===== src/design/sesc_map.svh =====
// constants for the sector erase host controller
// assumes a 50 MHz clock and an asynchronous parallel flash bus
// How it works
// - sector erase is six writes: unlock pair, 80, unlock pair, 30 at sector.
// - each unlock pair is AA at 555 then 55 at 2AA.
// - host spaces extra sector writes under 50 us apart.
// - host loads extra sectors only inside the window; a suspend there closes it.
// - progress is polled at an address inside an erasing sector.
// - hardware reset aborts erase; host repeats the full sequence after.
// - resume is 30 at an address in the suspended sector.
`ifndef SESC_MAP_SVH
`define SESC_MAP_SVH
// software registers of the controller
`define SESC_CTRL_OFS 4'h0
`define SESC_SECT_OFS 4'h1
`define SESC_STAT_OFS 4'h2
`define SESC_ADDR_OFS 4'h3
`define SESC_DATA_OFS 4'h4
// control fields
`define SESC_CTRL_START 0
`define SESC_CTRL_ADD 1
`define SESC_CTRL_SUSP 2
`define SESC_CTRL_RESUME 3
`define SESC_CTRL_READ 4
`define SESC_CTRL_RESET 5
// flash command values
`define SESC_UNLOCK1_ADDR 23'h000555
`define SESC_UNLOCK2_ADDR 23'h0002AA
`define SESC_UNLOCK1_DATA 16'h00AA
`define SESC_UNLOCK2_DATA 16'h0055
`define SESC_SETUP_DATA 16'h0080
`define SESC_ERASE_DATA 16'h0030
`define SESC_SUSP_DATA 16'h00B0
// status bit positions
`define SESC_POLL_BIT 7
`define SESC_TOGGLE_BIT 6
`define SESC_WINDOW_BIT 3
`define SESC_SUSP_TOGGLE_BIT 2
// timing
`define SESC_CLK_MHZ 50
`define SESC_WINDOW_US 50
`define SESC_WINDOW_CYC (`SESC_WINDOW_US * `SESC_CLK_MHZ)
`define SESC_SUSP_US 20
`define SESC_SUSP_CYC (`SESC_SUSP_US * `SESC_CLK_MHZ)
`define SESC_STROBE_CYC 4
`define SESC_RST_CYC 25
`endif


===== src/design/sesc_pkg.sv =====
// types for the sector erase host controller
// assumes the constants header is included by the controller
package sesc_pkg;
  typedef enum logic [3:0] {
    SESC_IDLE, SESC_WR_SETUP, SESC_WR_STROBE, SESC_WR_HOLD,
    SESC_RD_SETUP, SESC_RD_SAMPLE, SESC_RST_HOLD
  } sesc_bus_t;
endpackage


===== src/design/sesc_host.sv =====
// host controller driving a parallel flash for sector erase and suspend
// assumes a flash on flash_* pins and software on the plain register port
//
// Decided for this implementation: the address map and the plain strobed port.
`timescale 1ns/1ps
`include "sesc_map.svh"
module sesc_host #(
  parameter int ADDR_W = 23,
  parameter int DATA_W = 16,
  parameter int WINDOW_CYC = `SESC_WINDOW_CYC
) (
  input wire logic clock_i,
  input wire logic reset_i,
  input wire logic [3:0] reg_addr_i,
  input wire logic [31:0] reg_wdata_i,
  input wire logic reg_wr_i,
  input wire logic reg_rd_i,
  output logic [31:0] reg_rdata_o,
  output logic [ADDR_W-1:0] flash_addr_o,
  output logic [DATA_W-1:0] flash_dq_o,
  output logic flash_dq_oe_o,
  input wire logic [DATA_W-1:0] flash_dq_i,
  output logic flash_we_n_o,
  output logic flash_oe_n_o,
  output logic flash_ce_n_o,
  output logic flash_reset_n_o
);
  // ==========================================================
  // state
  sesc_pkg::sesc_bus_t bus_reg;
  logic [2:0] seq_reg;        // index within the six write sequence
  logic [2:0] seq_len_reg;    // writes in the current command
  logic [ADDR_W-1:0] sect_reg;
  logic [7:0] cnt_reg;
  logic [15:0] win_reg;       // cycles since last erase write
  logic win_open_reg;
  logic suspended_reg;
  logic erasing_reg;
  logic abort_reg;
  logic [DATA_W-1:0] rd_data_reg;
  logic last_toggle_reg;
  logic have_toggle_reg;
  logic done_reg;
  logic busy;
  logic [ADDR_W-1:0] wa;
  logic [DATA_W-1:0] wd;

  assign busy = (bus_reg != sesc_pkg::SESC_IDLE);

  // ==========================================================
  // address and data of the current write step
  always_comb begin
    wa = sect_reg;
    wd = `SESC_ERASE_DATA;
    if (seq_len_reg == 3'd6) begin
      case (seq_reg)
        3'd0, 3'd3: begin
          wa = `SESC_UNLOCK1_ADDR;
          wd = `SESC_UNLOCK1_DATA;
        end
        3'd1, 3'd4: begin
          wa = `SESC_UNLOCK2_ADDR;
          wd = `SESC_UNLOCK2_DATA;
        end
        3'd2: begin
          wa = `SESC_UNLOCK1_ADDR;
          wd = `SESC_SETUP_DATA;
        end
        default: begin
          wa = sect_reg;
          wd = `SESC_ERASE_DATA;
        end
      endcase
    end else if (seq_reg == 3'd7 && !suspended_reg) begin
      wd = `SESC_SUSP_DATA;
    end
  end

  // ==========================================================
  // data pin synchroniser, the flash drives the bus with no clock of ours
  logic [DATA_W-1:0] dq_s1_reg;
  logic [DATA_W-1:0] dq_s2_reg;
  logic [DATA_W-1:0] dq_s3_reg;
  logic [DATA_W-1:0] dq_sync_reg;  // word taken once stages two and three agree

  // three stages; a settled word is ready one cycle before the read sample
  always_ff @(posedge clock_i or posedge reset_i) begin
    if (reset_i) begin
      dq_s1_reg <= '0;
      dq_s2_reg <= '0;
      dq_s3_reg <= '0;
      dq_sync_reg <= '0;
    end else begin
      dq_s1_reg <= flash_dq_i;
      dq_s2_reg <= dq_s1_reg;
      dq_s3_reg <= dq_s2_reg;
      if (dq_s2_reg == dq_s3_reg) begin
        dq_sync_reg <= dq_s3_reg;
      end
    end
  end

  // ==========================================================
  // bus sequencer: commands, strobes and reads
  always_ff @(posedge clock_i or posedge reset_i) begin
    if (reset_i) begin
      bus_reg <= sesc_pkg::SESC_IDLE;
      seq_reg <= 3'd0;
      seq_len_reg <= 3'd0;
      sect_reg <= '0;
      cnt_reg <= 8'h00;
      flash_addr_o <= '0;
      flash_dq_o <= '0;
      flash_dq_oe_o <= 1'b0;
      flash_we_n_o <= 1'b1;
      flash_oe_n_o <= 1'b1;
      flash_ce_n_o <= 1'b1;
      flash_reset_n_o <= 1'b1;
      rd_data_reg <= '0;
    end else begin
      case (bus_reg)
        sesc_pkg::SESC_IDLE: begin
          if (reg_wr_i && reg_addr_i == `SESC_SECT_OFS) begin
            sect_reg <= reg_wdata_i[ADDR_W-1:0];
          end else if (reg_wr_i && reg_addr_i == `SESC_CTRL_OFS) begin
            seq_reg <= 3'd0;
            if (reg_wdata_i[`SESC_CTRL_START]) begin
              seq_len_reg <= 3'd6;
              bus_reg <= sesc_pkg::SESC_WR_SETUP;
            end else if (reg_wdata_i[`SESC_CTRL_ADD] && win_open_reg) begin
              seq_len_reg <= 3'd1;
              seq_reg <= 3'd5;
              bus_reg <= sesc_pkg::SESC_WR_SETUP;
            end else if ((reg_wdata_i[`SESC_CTRL_SUSP] && erasing_reg && !suspended_reg)
                         || (reg_wdata_i[`SESC_CTRL_RESUME] && suspended_reg)) begin
              seq_len_reg <= 3'd1;
              seq_reg <= 3'd7;
              bus_reg <= sesc_pkg::SESC_WR_SETUP;
            end else if (reg_wdata_i[`SESC_CTRL_READ]) begin
              bus_reg <= sesc_pkg::SESC_RD_SETUP;
            end else if (reg_wdata_i[`SESC_CTRL_RESET]) begin
              flash_reset_n_o <= 1'b0;
              bus_reg <= sesc_pkg::SESC_RST_HOLD;
            end
          end
          cnt_reg <= 8'h00;
        end
        sesc_pkg::SESC_WR_SETUP: begin
          flash_addr_o <= wa;
          flash_dq_o <= wd;
          flash_dq_oe_o <= 1'b1;
          flash_ce_n_o <= 1'b0;
          flash_we_n_o <= 1'b0;
          cnt_reg <= 8'h00;
          bus_reg <= sesc_pkg::SESC_WR_STROBE;
        end
        sesc_pkg::SESC_WR_STROBE: begin
          cnt_reg <= cnt_reg + 8'h01;
          if (cnt_reg == 8'(`SESC_STROBE_CYC)) begin
            flash_we_n_o <= 1'b1; // rising strobe latches data
            bus_reg <= sesc_pkg::SESC_WR_HOLD;
          end
        end
        sesc_pkg::SESC_WR_HOLD: begin
          flash_ce_n_o <= 1'b1;
          flash_dq_oe_o <= 1'b0;
          if (seq_len_reg == 3'd6 && seq_reg != 3'd5) begin
            seq_reg <= seq_reg + 3'd1;
            bus_reg <= sesc_pkg::SESC_WR_SETUP;
          end else begin
            bus_reg <= sesc_pkg::SESC_IDLE;
          end
        end
        sesc_pkg::SESC_RD_SETUP: begin
          flash_addr_o <= sect_reg;
          flash_ce_n_o <= 1'b0;
          flash_oe_n_o <= 1'b0;
          cnt_reg <= 8'h00;
          bus_reg <= sesc_pkg::SESC_RD_SAMPLE;
        end
        sesc_pkg::SESC_RD_SAMPLE: begin
          cnt_reg <= cnt_reg + 8'h01;
          if (cnt_reg == 8'(`SESC_STROBE_CYC)) begin
            rd_data_reg <= dq_sync_reg;
            flash_ce_n_o <= 1'b1;
            flash_oe_n_o <= 1'b1;
            bus_reg <= sesc_pkg::SESC_IDLE;
          end
        end
        sesc_pkg::SESC_RST_HOLD: begin
          cnt_reg <= cnt_reg + 8'h01;
          if (cnt_reg == 8'(`SESC_RST_CYC)) begin
            flash_reset_n_o <= 1'b1;
            bus_reg <= sesc_pkg::SESC_IDLE;
          end
        end
        default: bus_reg <= sesc_pkg::SESC_IDLE;
      endcase
    end
  end

  // ==========================================================
  // window timer and erase progress tracking
  logic wr_done;
  logic rd_done;
  assign wr_done = (bus_reg == sesc_pkg::SESC_WR_STROBE) && cnt_reg == 8'(`SESC_STROBE_CYC);
  assign rd_done = (bus_reg == sesc_pkg::SESC_RD_SAMPLE) && cnt_reg == 8'(`SESC_STROBE_CYC);

  always_ff @(posedge clock_i or posedge reset_i) begin
    if (reset_i) begin
      win_reg <= 16'h0000;
      win_open_reg <= 1'b0;
      erasing_reg <= 1'b0;
      suspended_reg <= 1'b0;
      abort_reg <= 1'b0;
    end else begin
      if (wr_done && seq_reg == 3'd5) begin
        win_reg <= 16'h0000; // window restarts at strobe rise
        win_open_reg <= 1'b1;
        erasing_reg <= 1'b1;
        abort_reg <= 1'b0;
      end else if (wr_done && seq_reg == 3'd7) begin
        win_open_reg <= 1'b0;
        suspended_reg <= !suspended_reg;
      end else if (win_open_reg) begin
        win_reg <= win_reg + 16'h0001;
        if (win_reg == 16'(WINDOW_CYC - 1)) begin
          win_open_reg <= 1'b0; // no further additions
        end
      end
      if (bus_reg == sesc_pkg::SESC_RST_HOLD) begin
        erasing_reg <= 1'b0;
        suspended_reg <= 1'b0;
        win_open_reg <= 1'b0;
        if (erasing_reg) begin
          abort_reg <= 1'b1; // mark survives the whole reset pulse
        end
      end else if (rd_done && erasing_reg && !suspended_reg
                   && dq_sync_reg[`SESC_POLL_BIT] && !win_open_reg) begin
        erasing_reg <= 1'b0;
      end
    end
  end

  // ==========================================================
  // toggle tracking across successive polls
  always_ff @(posedge clock_i or posedge reset_i) begin
    if (reset_i) begin
      last_toggle_reg <= 1'b0;
      have_toggle_reg <= 1'b0;
      done_reg <= 1'b0;
    end else if (rd_done) begin
      last_toggle_reg <= dq_sync_reg[`SESC_TOGGLE_BIT];
      have_toggle_reg <= 1'b1;
      // no toggle between reads means not erasing
      done_reg <= have_toggle_reg && (last_toggle_reg == dq_sync_reg[`SESC_TOGGLE_BIT]);
    end
  end

  // ==========================================================
  // register read port, data one cycle after strobe
  always_ff @(posedge clock_i or posedge reset_i) begin
    if (reset_i) begin
      reg_rdata_o <= 32'h00000000;
    end else if (reg_rd_i) begin
      if (reg_addr_i == `SESC_STAT_OFS) begin
        reg_rdata_o <= {24'h000000, abort_reg, done_reg, have_toggle_reg,
          rd_data_reg[`SESC_WINDOW_BIT], suspended_reg, erasing_reg, win_open_reg, busy};
      end else if (reg_addr_i == `SESC_DATA_OFS) begin
        reg_rdata_o <= 32'(rd_data_reg);
      end else if (reg_addr_i == `SESC_SECT_OFS) begin
        reg_rdata_o <= 32'(sect_reg);
      end else begin
        reg_rdata_o <= 32'h00000000;
      end
    end else begin
      reg_rdata_o <= 32'h00000000;
    end
  end

  // ==========================================================
  // checks
  chk_seq_setup: assert property (@(posedge clock_i) disable iff (reset_i)
    (bus_reg == sesc_pkg::SESC_WR_SETUP && seq_len_reg == 3'd6 && seq_reg == 3'd2)
    |=> (flash_dq_o == `SESC_SETUP_DATA)) else $error("setup data wrong");
  chk_unlock_addr: assert property (@(posedge clock_i) disable iff (reset_i)
    (bus_reg == sesc_pkg::SESC_WR_SETUP && seq_len_reg == 3'd6 && seq_reg == 3'd1)
    |=> (flash_addr_o == `SESC_UNLOCK2_ADDR && flash_dq_o == `SESC_UNLOCK2_DATA))
    else $error("unlock write wrong");
  chk_window_start: assert property (@(posedge clock_i) disable iff (reset_i)
    (wr_done && seq_reg == 3'd5) |=> (win_open_reg && win_reg == 16'h0000))
    else $error("window not opened");
  chk_window_len: assert property (@(posedge clock_i) disable iff (reset_i)
    (win_open_reg && win_reg == 16'(WINDOW_CYC - 1) && !wr_done) |=> !win_open_reg)
    else $error("window length wrong");
  chk_suspend_now: assert property (@(posedge clock_i) disable iff (reset_i)
    (wr_done && seq_reg == 3'd7) |=> !win_open_reg) else $error("window not closed");
  chk_reset_abort: assert property (@(posedge clock_i) disable iff (reset_i)
    (bus_reg == sesc_pkg::SESC_RST_HOLD) |=> !erasing_reg) else $error("reset kept erase");
  chk_strobe_pulse: assert property (@(posedge clock_i) disable iff (reset_i)
    $fell(flash_we_n_o) |-> !flash_we_n_o [*5] ##1 flash_we_n_o) else $error("strobe width");
  chk_resume_addr: assert property (@(posedge clock_i) disable iff (reset_i)
    (bus_reg == sesc_pkg::SESC_WR_SETUP && seq_reg == 3'd7 && suspended_reg)
    |=> (flash_addr_o == sect_reg && flash_dq_o == `SESC_ERASE_DATA))
    else $error("resume wrong");
  chk_add_sector: assert property (@(posedge clock_i) disable iff (reset_i)
    (bus_reg == sesc_pkg::SESC_WR_SETUP && seq_len_reg == 3'd1 && seq_reg == 3'd5)
    |=> (flash_addr_o == sect_reg && flash_dq_o == `SESC_ERASE_DATA)) else $error("add sector write wrong");
  chk_suspend_data: assert property (@(posedge clock_i) disable iff (reset_i)
    (bus_reg == sesc_pkg::SESC_WR_SETUP && seq_reg == 3'd7 && !suspended_reg)
    |=> (flash_addr_o == sect_reg && flash_dq_o == `SESC_SUSP_DATA)) else $error("suspend write wrong");
  chk_abort_mark: assert property (@(posedge clock_i) disable iff (reset_i)
    (bus_reg == sesc_pkg::SESC_RST_HOLD && erasing_reg) |=> abort_reg) else $error("abort not marked");
endmodule


===== config.mk =====
export PLATFORM = sky130hd
export DESIGN_NAME = sesc_host
export DESIGN_NICKNAME = d
export VERILOG_FILES = /design/src/design/sesc_pkg.sv /design/src/design/sesc_host.sv
export VERILOG_INCLUDE_DIRS = /design/src /design/src/design
export SDC_FILE = /design/constraint.sdc
export NUM_CORES = 1
export LEC_CHECK = 0
export ABC_AREA = 1
export BUFFER_PORTS_ARGS = -buffer_cell sky130_fd_sc_hd__buf_2
export CORE_MARGIN = 2
export CORE_UTILIZATION = 23
export DETAILED_ROUTE_END_ITERATION = 8
export PLACE_DENSITY = 0.5
export SYNTH_ARGS = -nofsm -noshare
export SYNTH_HDL_FRONTEND = slang
export SYNTH_SLANG_ARGS = --single-unit

===== constraint.sdc =====
create_clock -name clock_i -period 15.82 [get_ports clock_i]
set_clock_uncertainty 0.15 [all_clocks]
set_input_delay 1.582 -clock clock_i [delete_from_list [all_inputs] [get_ports clock_i]]
set_output_delay 1.582 -clock clock_i [all_outputs]
set_load 0.03 [all_outputs]

* Yosys cells after proc, flatten, opt, wreduce, memory -nomap -nowiden
Index checks and enable logic that the tools add are counted.
** Operators by class
- Muxes and demuxes :: 64
- $add $sub $neg :: 3
- Bitwise logic cells :: 1
- Equal/unequal tests :: 36
- Reductions and logical operators :: 53
** Operator list (count)
- $mux 23 :: 4
- $pmux 23 s2 :: 2
- $mux 16 :: 4
- $mux 4 :: 10
- $mux 32 :: 1
- $pmux 4 s7 :: 1
- $mux 3 :: 9
- $mux 1 :: 24
- $ne 2x2->1 const B :: 12
- $pmux 8 s3 :: 1
- $reduce_bool 2->1 :: 9
- $logic_and 1x1->1 :: 17
- $add 16x1->16 const B :: 1
- $eq 16x12->1 const B :: 1
- $eq 16x16->1 :: 1
- $eq 4x3->1 const B :: 4
- $pmux 8 s2 :: 1
- $reduce_and 2->1 :: 7
- $eq 3x3->1 const B :: 4
- $eq 4x2->1 const B :: 3
- $reduce_and 9->1 :: 1
- $reduce_bool 3->1 :: 3
- $reduce_or 3->1 :: 3
- $add 8x1->8 const B :: 1
- 23 further kinds :: 33
** Word-level totals
- Flip-flop bits (word level) :: 220
- Input bits :: 56
- Word-level logic and storage cells :: 183

* Logic depth before layout (Yosys ltp)
- Word-level depth :: 9
- Depth in mapped cells :: 11

* Least setup slack after synthesis
No wires, ideal clock.
- Path type :: input-to-reg
- Start :: input reg_addr_i[3]
- End :: register sect_reg[16]
- Required time :: 15.549 ns
- Arrival time :: 2.441 ns
- Path slack :: 13.108 ns
- Buffers on the path :: 1
- Cell stages on the path :: 7
- Cells stage by stage :: inv_1 nand2_1 nor3_4 nand3_4 inv_2 buf_4 o21ai_1
** On the way
- Longest elaborated chain between the ends :: 3
** RTL lines
- from (decl) :: RTL line sesc_host.sv:14 : input wire logic [3:0] reg_addr_i,
- $eq 4x1->1 (no line)
- $logic_and 1x1->1 (no line)
- $reduce_and 2->1 (no line)
- to (signal assigned) :: RTL line sesc_host.sv:124 : sect_reg <= reg_wdata_i[ADDR_W-1:0];
- to (decl) :: RTL line sesc_host.sv:33 : logic [ADDR_W-1:0] sect_reg;
Every way passes these cells.
A chain may end at the register's enable or synchronous reset.

* Final worst setup path
- Start :: input reg_addr_i[3]
- End :: register sect_reg[20]
Same word-level chain as after synthesis.

==> impl_metrics.tcl <==
set metrics [dict create \
    ctsHoldBuffers 0 \
    grt_pass1_wl_mm 33.73 \
    min_path_type "flop to flop" \
    max-clock-path-buffers 2 \
    path_depth 8 \
    cts-resized-gates 0 \
    setup_viol 0 \
    die-area_mm2 0.03916 \
    cts_setup_buffers 0 \
    yosys.area.top_type "dfrtp_1" \
    crit_path_top_delay_cell "nor3_4" \
    antenna_found_initial 0 \
    r2r-end "flash_addr_o[16]$_DFFE_PP0N_" \
    cp_num_buf_inv 3 \
    crit_path_end_kind "flop" \
    routed.top_layer "met4" \
    drv_cap 0 \
    ys_warn_count 0 \
    syn_area_mm2 0.008647 \
    worstHoldStart "dq_s1_reg[1]$_DFF_PP0_" \
    p_per_area_mw_per_mm2 143.3 \
    path_delay_family "simple AND/OR/NAND/NOR gates" \
    cellLeakagePower_nw 5.150 \
    crit_chain "buf_2, inv_1, nand2_1, nor3_4, nand3_4, inv_2, nand2_1, o21ai_1" \
    floorplan.initialDensity 0.2318 \
    dp_hpwl_mm 14.90 \
    r2r.worst_path.cells 7 \
    placed_cell_area_mm2 0.009557 \
    worst_pin_slew_ns 0.9856 \
    wl_met1_mm 10.46 \
    routed_wl_mm 20.91 \
    drt_iter0_markers 336 \
    clk_latency_ns 0.44 \
    cp.arrival_ns 3.77 \
    fin_nets 1144 \
    rr_startpoint "seq_reg[0]$_DFFE_PP0P_" \
    cts-root-buf "clkbuf_16" \
    clock-sinks 197 \
    max_freq_mhz 280.9 \
    drc 0 \
    synth_flop_cell "dfrtp_1" \
    num_vias 6397 \
    critPathLaunch "reg_addr_i[3]" \
    crit_type "primary input to flop" \
    syn-mean-instance-area_um2 8.824 \
    netlist.area_leader.share 0.5585 \
    reg2reg_setup_slack_ns 13.44 \
    status "finished clean" \
    drive_above_1_share 0.1732 \
    async_flop_share 1.000 \
    final_cells 1566 \
    grt_pass1_vias 6148 \
    fin_util 0.2709 \
    critPathLaunchType "primary input" \
    syn_inst 980 \
    ys_seq_area_frac 0.5707 \
    post-place-cells 1533 \
    row_count 71 \
    port_buffers 105 \
    grtUsageTotal 0.1107 \
    synth_cell_type_count 40 \
    grt_overflow_total 0 \
    ant_nets 0 \
    cts-buffers-inserted 17 \
    tns_ns 0 \
    clk_pin_slew_ns 0.07 \
    slew_headroom 0.3429 \
    ios 132 \
    worstPathRequired_ns 16.03 \
    peakVddDrop_mv 0.07721 \
    n_fill_cell 4033 \
    finalCritPeriodShare 0.2251 \
    syn2layout_area_growth_pct 16.89 \
    core_mm2 0.03731 \
    seqCellArea_mm2 0.004935 \
    fp.dieW_um 197.9 \
    cts_tree "yes" \
    wl_met3_um 980 \
    htreeDepth 4 \
    synth_seq_cells 197 \
    die_height_um 197.9 \
    fin_area_mm2 0.01011 \
    path_max_fanout 31 \
    synth_area_leaders "dfrtp_1 56%, nand2_1 15%, nand3_1 4.3%, inv_1 3.1%, nor2_1 3.1%" \
    min_period_ns 3.561 \
    wl_per_cell_um 13.35 \
    holdWs_ns 0.1994 \
    firstDrtPassIters 5 \
    cp_common_cell "nand2_1" \
    routed-wl-met2_mm 9.160 \
    gp_congestion 0.8344 \
    finalMaxSlewViolations 0 \
    multiInputGateArea_mm2 0.003157 \
    max_stage_delay_ns 0.72 \
    synth_edf_count 0 \
    rsz0062_at_grt "false" \
    crit_end "sect_reg[20]$_DFFE_PP0P_" \
    grt_max_degree 122 \
    hold_violations 0 \
    viasPerCell 4.085 \
]
-- routing by layer --
metal	vias up	GRT usage
met5	-	0
met4	0	0.03982
met3	15	0.02334
met2	123	0.1681
met1	3000	0.1549
li1	3259	-
-- cells in the final DEF (no fill, tap or decap), types with 2 or more instances in the layout --
cell type | Yosys | layout
nand3_4 | 2 | 2
buf_4 | 26 | 2
clkinv_4 | 0 | 4
nor3_1 | 12 | 12
a31oi_1 | 8 | 8
nand2_1 | 352 | 352
o211ai_1 | 3 | 3
nand2_2 | 2 | 2
clkinv_2 | 0 | 3
o21ai_0 | 15 | 15
nor2_2 | 5 | 5
o31ai_1 | 2 | 2
nand4_1 | 10 | 10
inv_8 | 0 | 3
nand3_1 | 75 | 75
xor2_1 | 13 | 13
nand2_4 | 3 | 3
buf_2 | 14 | 105
clkbuf_16 | 0 | 17
dfstp_2 | 4 | 4
dfrtp_1 | 193 | 193
nor2_1 | 71 | 71
o21ai_1 | 21 | 21
inv_2 | 13 | 13
nor3b_1 | 4 | 4
inv_1 | 71 | 70
clkinvlp_4 | 0 | 2
a21oi_1 | 17 | 17
xnor2_1 | 2 | 2
inv_6 | 1 | 5
nand3b_1 | 3 | 3
ha_1 | 10 | 10
nand3_2 | 13 | 13
conb_1 | 1 | 17
or2_2 | 2 | 2
-- cell usage after synthesis, types with 4 or more instances --
library cell,n
o21ai_0,15
ha_1,10
nand3_2,13
nand4_1,10
a21oi_1,17
nor3_1,12
nand2_1,352
a31oi_1,8
inv_2,13
o21ai_1,21
nand3_1,75
dfstp_2,4
buf_4,26
inv_1,71
buf_2,14
dfrtp_1,193
nor2_1,71
nor3b_1,4
nor2_2,5
xor2_1,13
-- worst min-delay path by stage --
stage,endpoint,slack [ns],depth (start not counted)
finish,dq_s2_reg[1]$_DFF_PP0_,0.20,0
global route,dq_s2_reg[1]$_DFF_PP0_,0.21,0
CTS,dq_s2_reg[1]$_DFF_PP0_,0.20,0
detailed placement,dq_s2_reg[1]$_DFF_PP0_,0.18,0
global placement,dq_s2_reg[6]$_DFF_PP0_,0.19,0
floorplan,dq_s2_reg[0]$_DFF_PP0_,0.18,0
-- metrics by stage --
stage / worst slack [ns] / total power, W
final: 12.26 / 0.001448
after global routing: 12.04 / 0.001545
after CTS: 12.25 / 0.001470
after detailed placement: 11.79 / 0.001049
after global placement: 11.83 / 0.001043
after floorplan: 8.726 / 0.0009401
-- logic make-up after synthesis --
logic type / synth area share
flops: 0.5707
fa+ha+maj: 0.01447
other cells: 0.0004337
xor+xnor: 0.01519
compound gates: 0.04572
buf+inv: 0.07119
simple gates: 0.2823
-- layout make-up --
type	instances	share of cell area
Tap cell	474	0.05868
Clock buffer	17	0.04209
Antenna cell	1	0.0002476
Clock inverter	15	0.01213
Inverter	85	0.03281
Sequential cell	197	0.4882
Timing Repair Buffer	107	0.05348
Multi-Input combinational cell	670	0.3123
-- power breakdown --
part / leakage [nW] / total, W / switching (W) / internal [W]
Clock: 0.268 / 0.000413 / 0.000208 / 0.000206
Combinational: 2.36 / 0.000388 / 0.000275 / 0.000112
Sequential: 2.52 / 0.000647 / 0.0000580 / 0.000589
(Power assumes the default switching activity.)
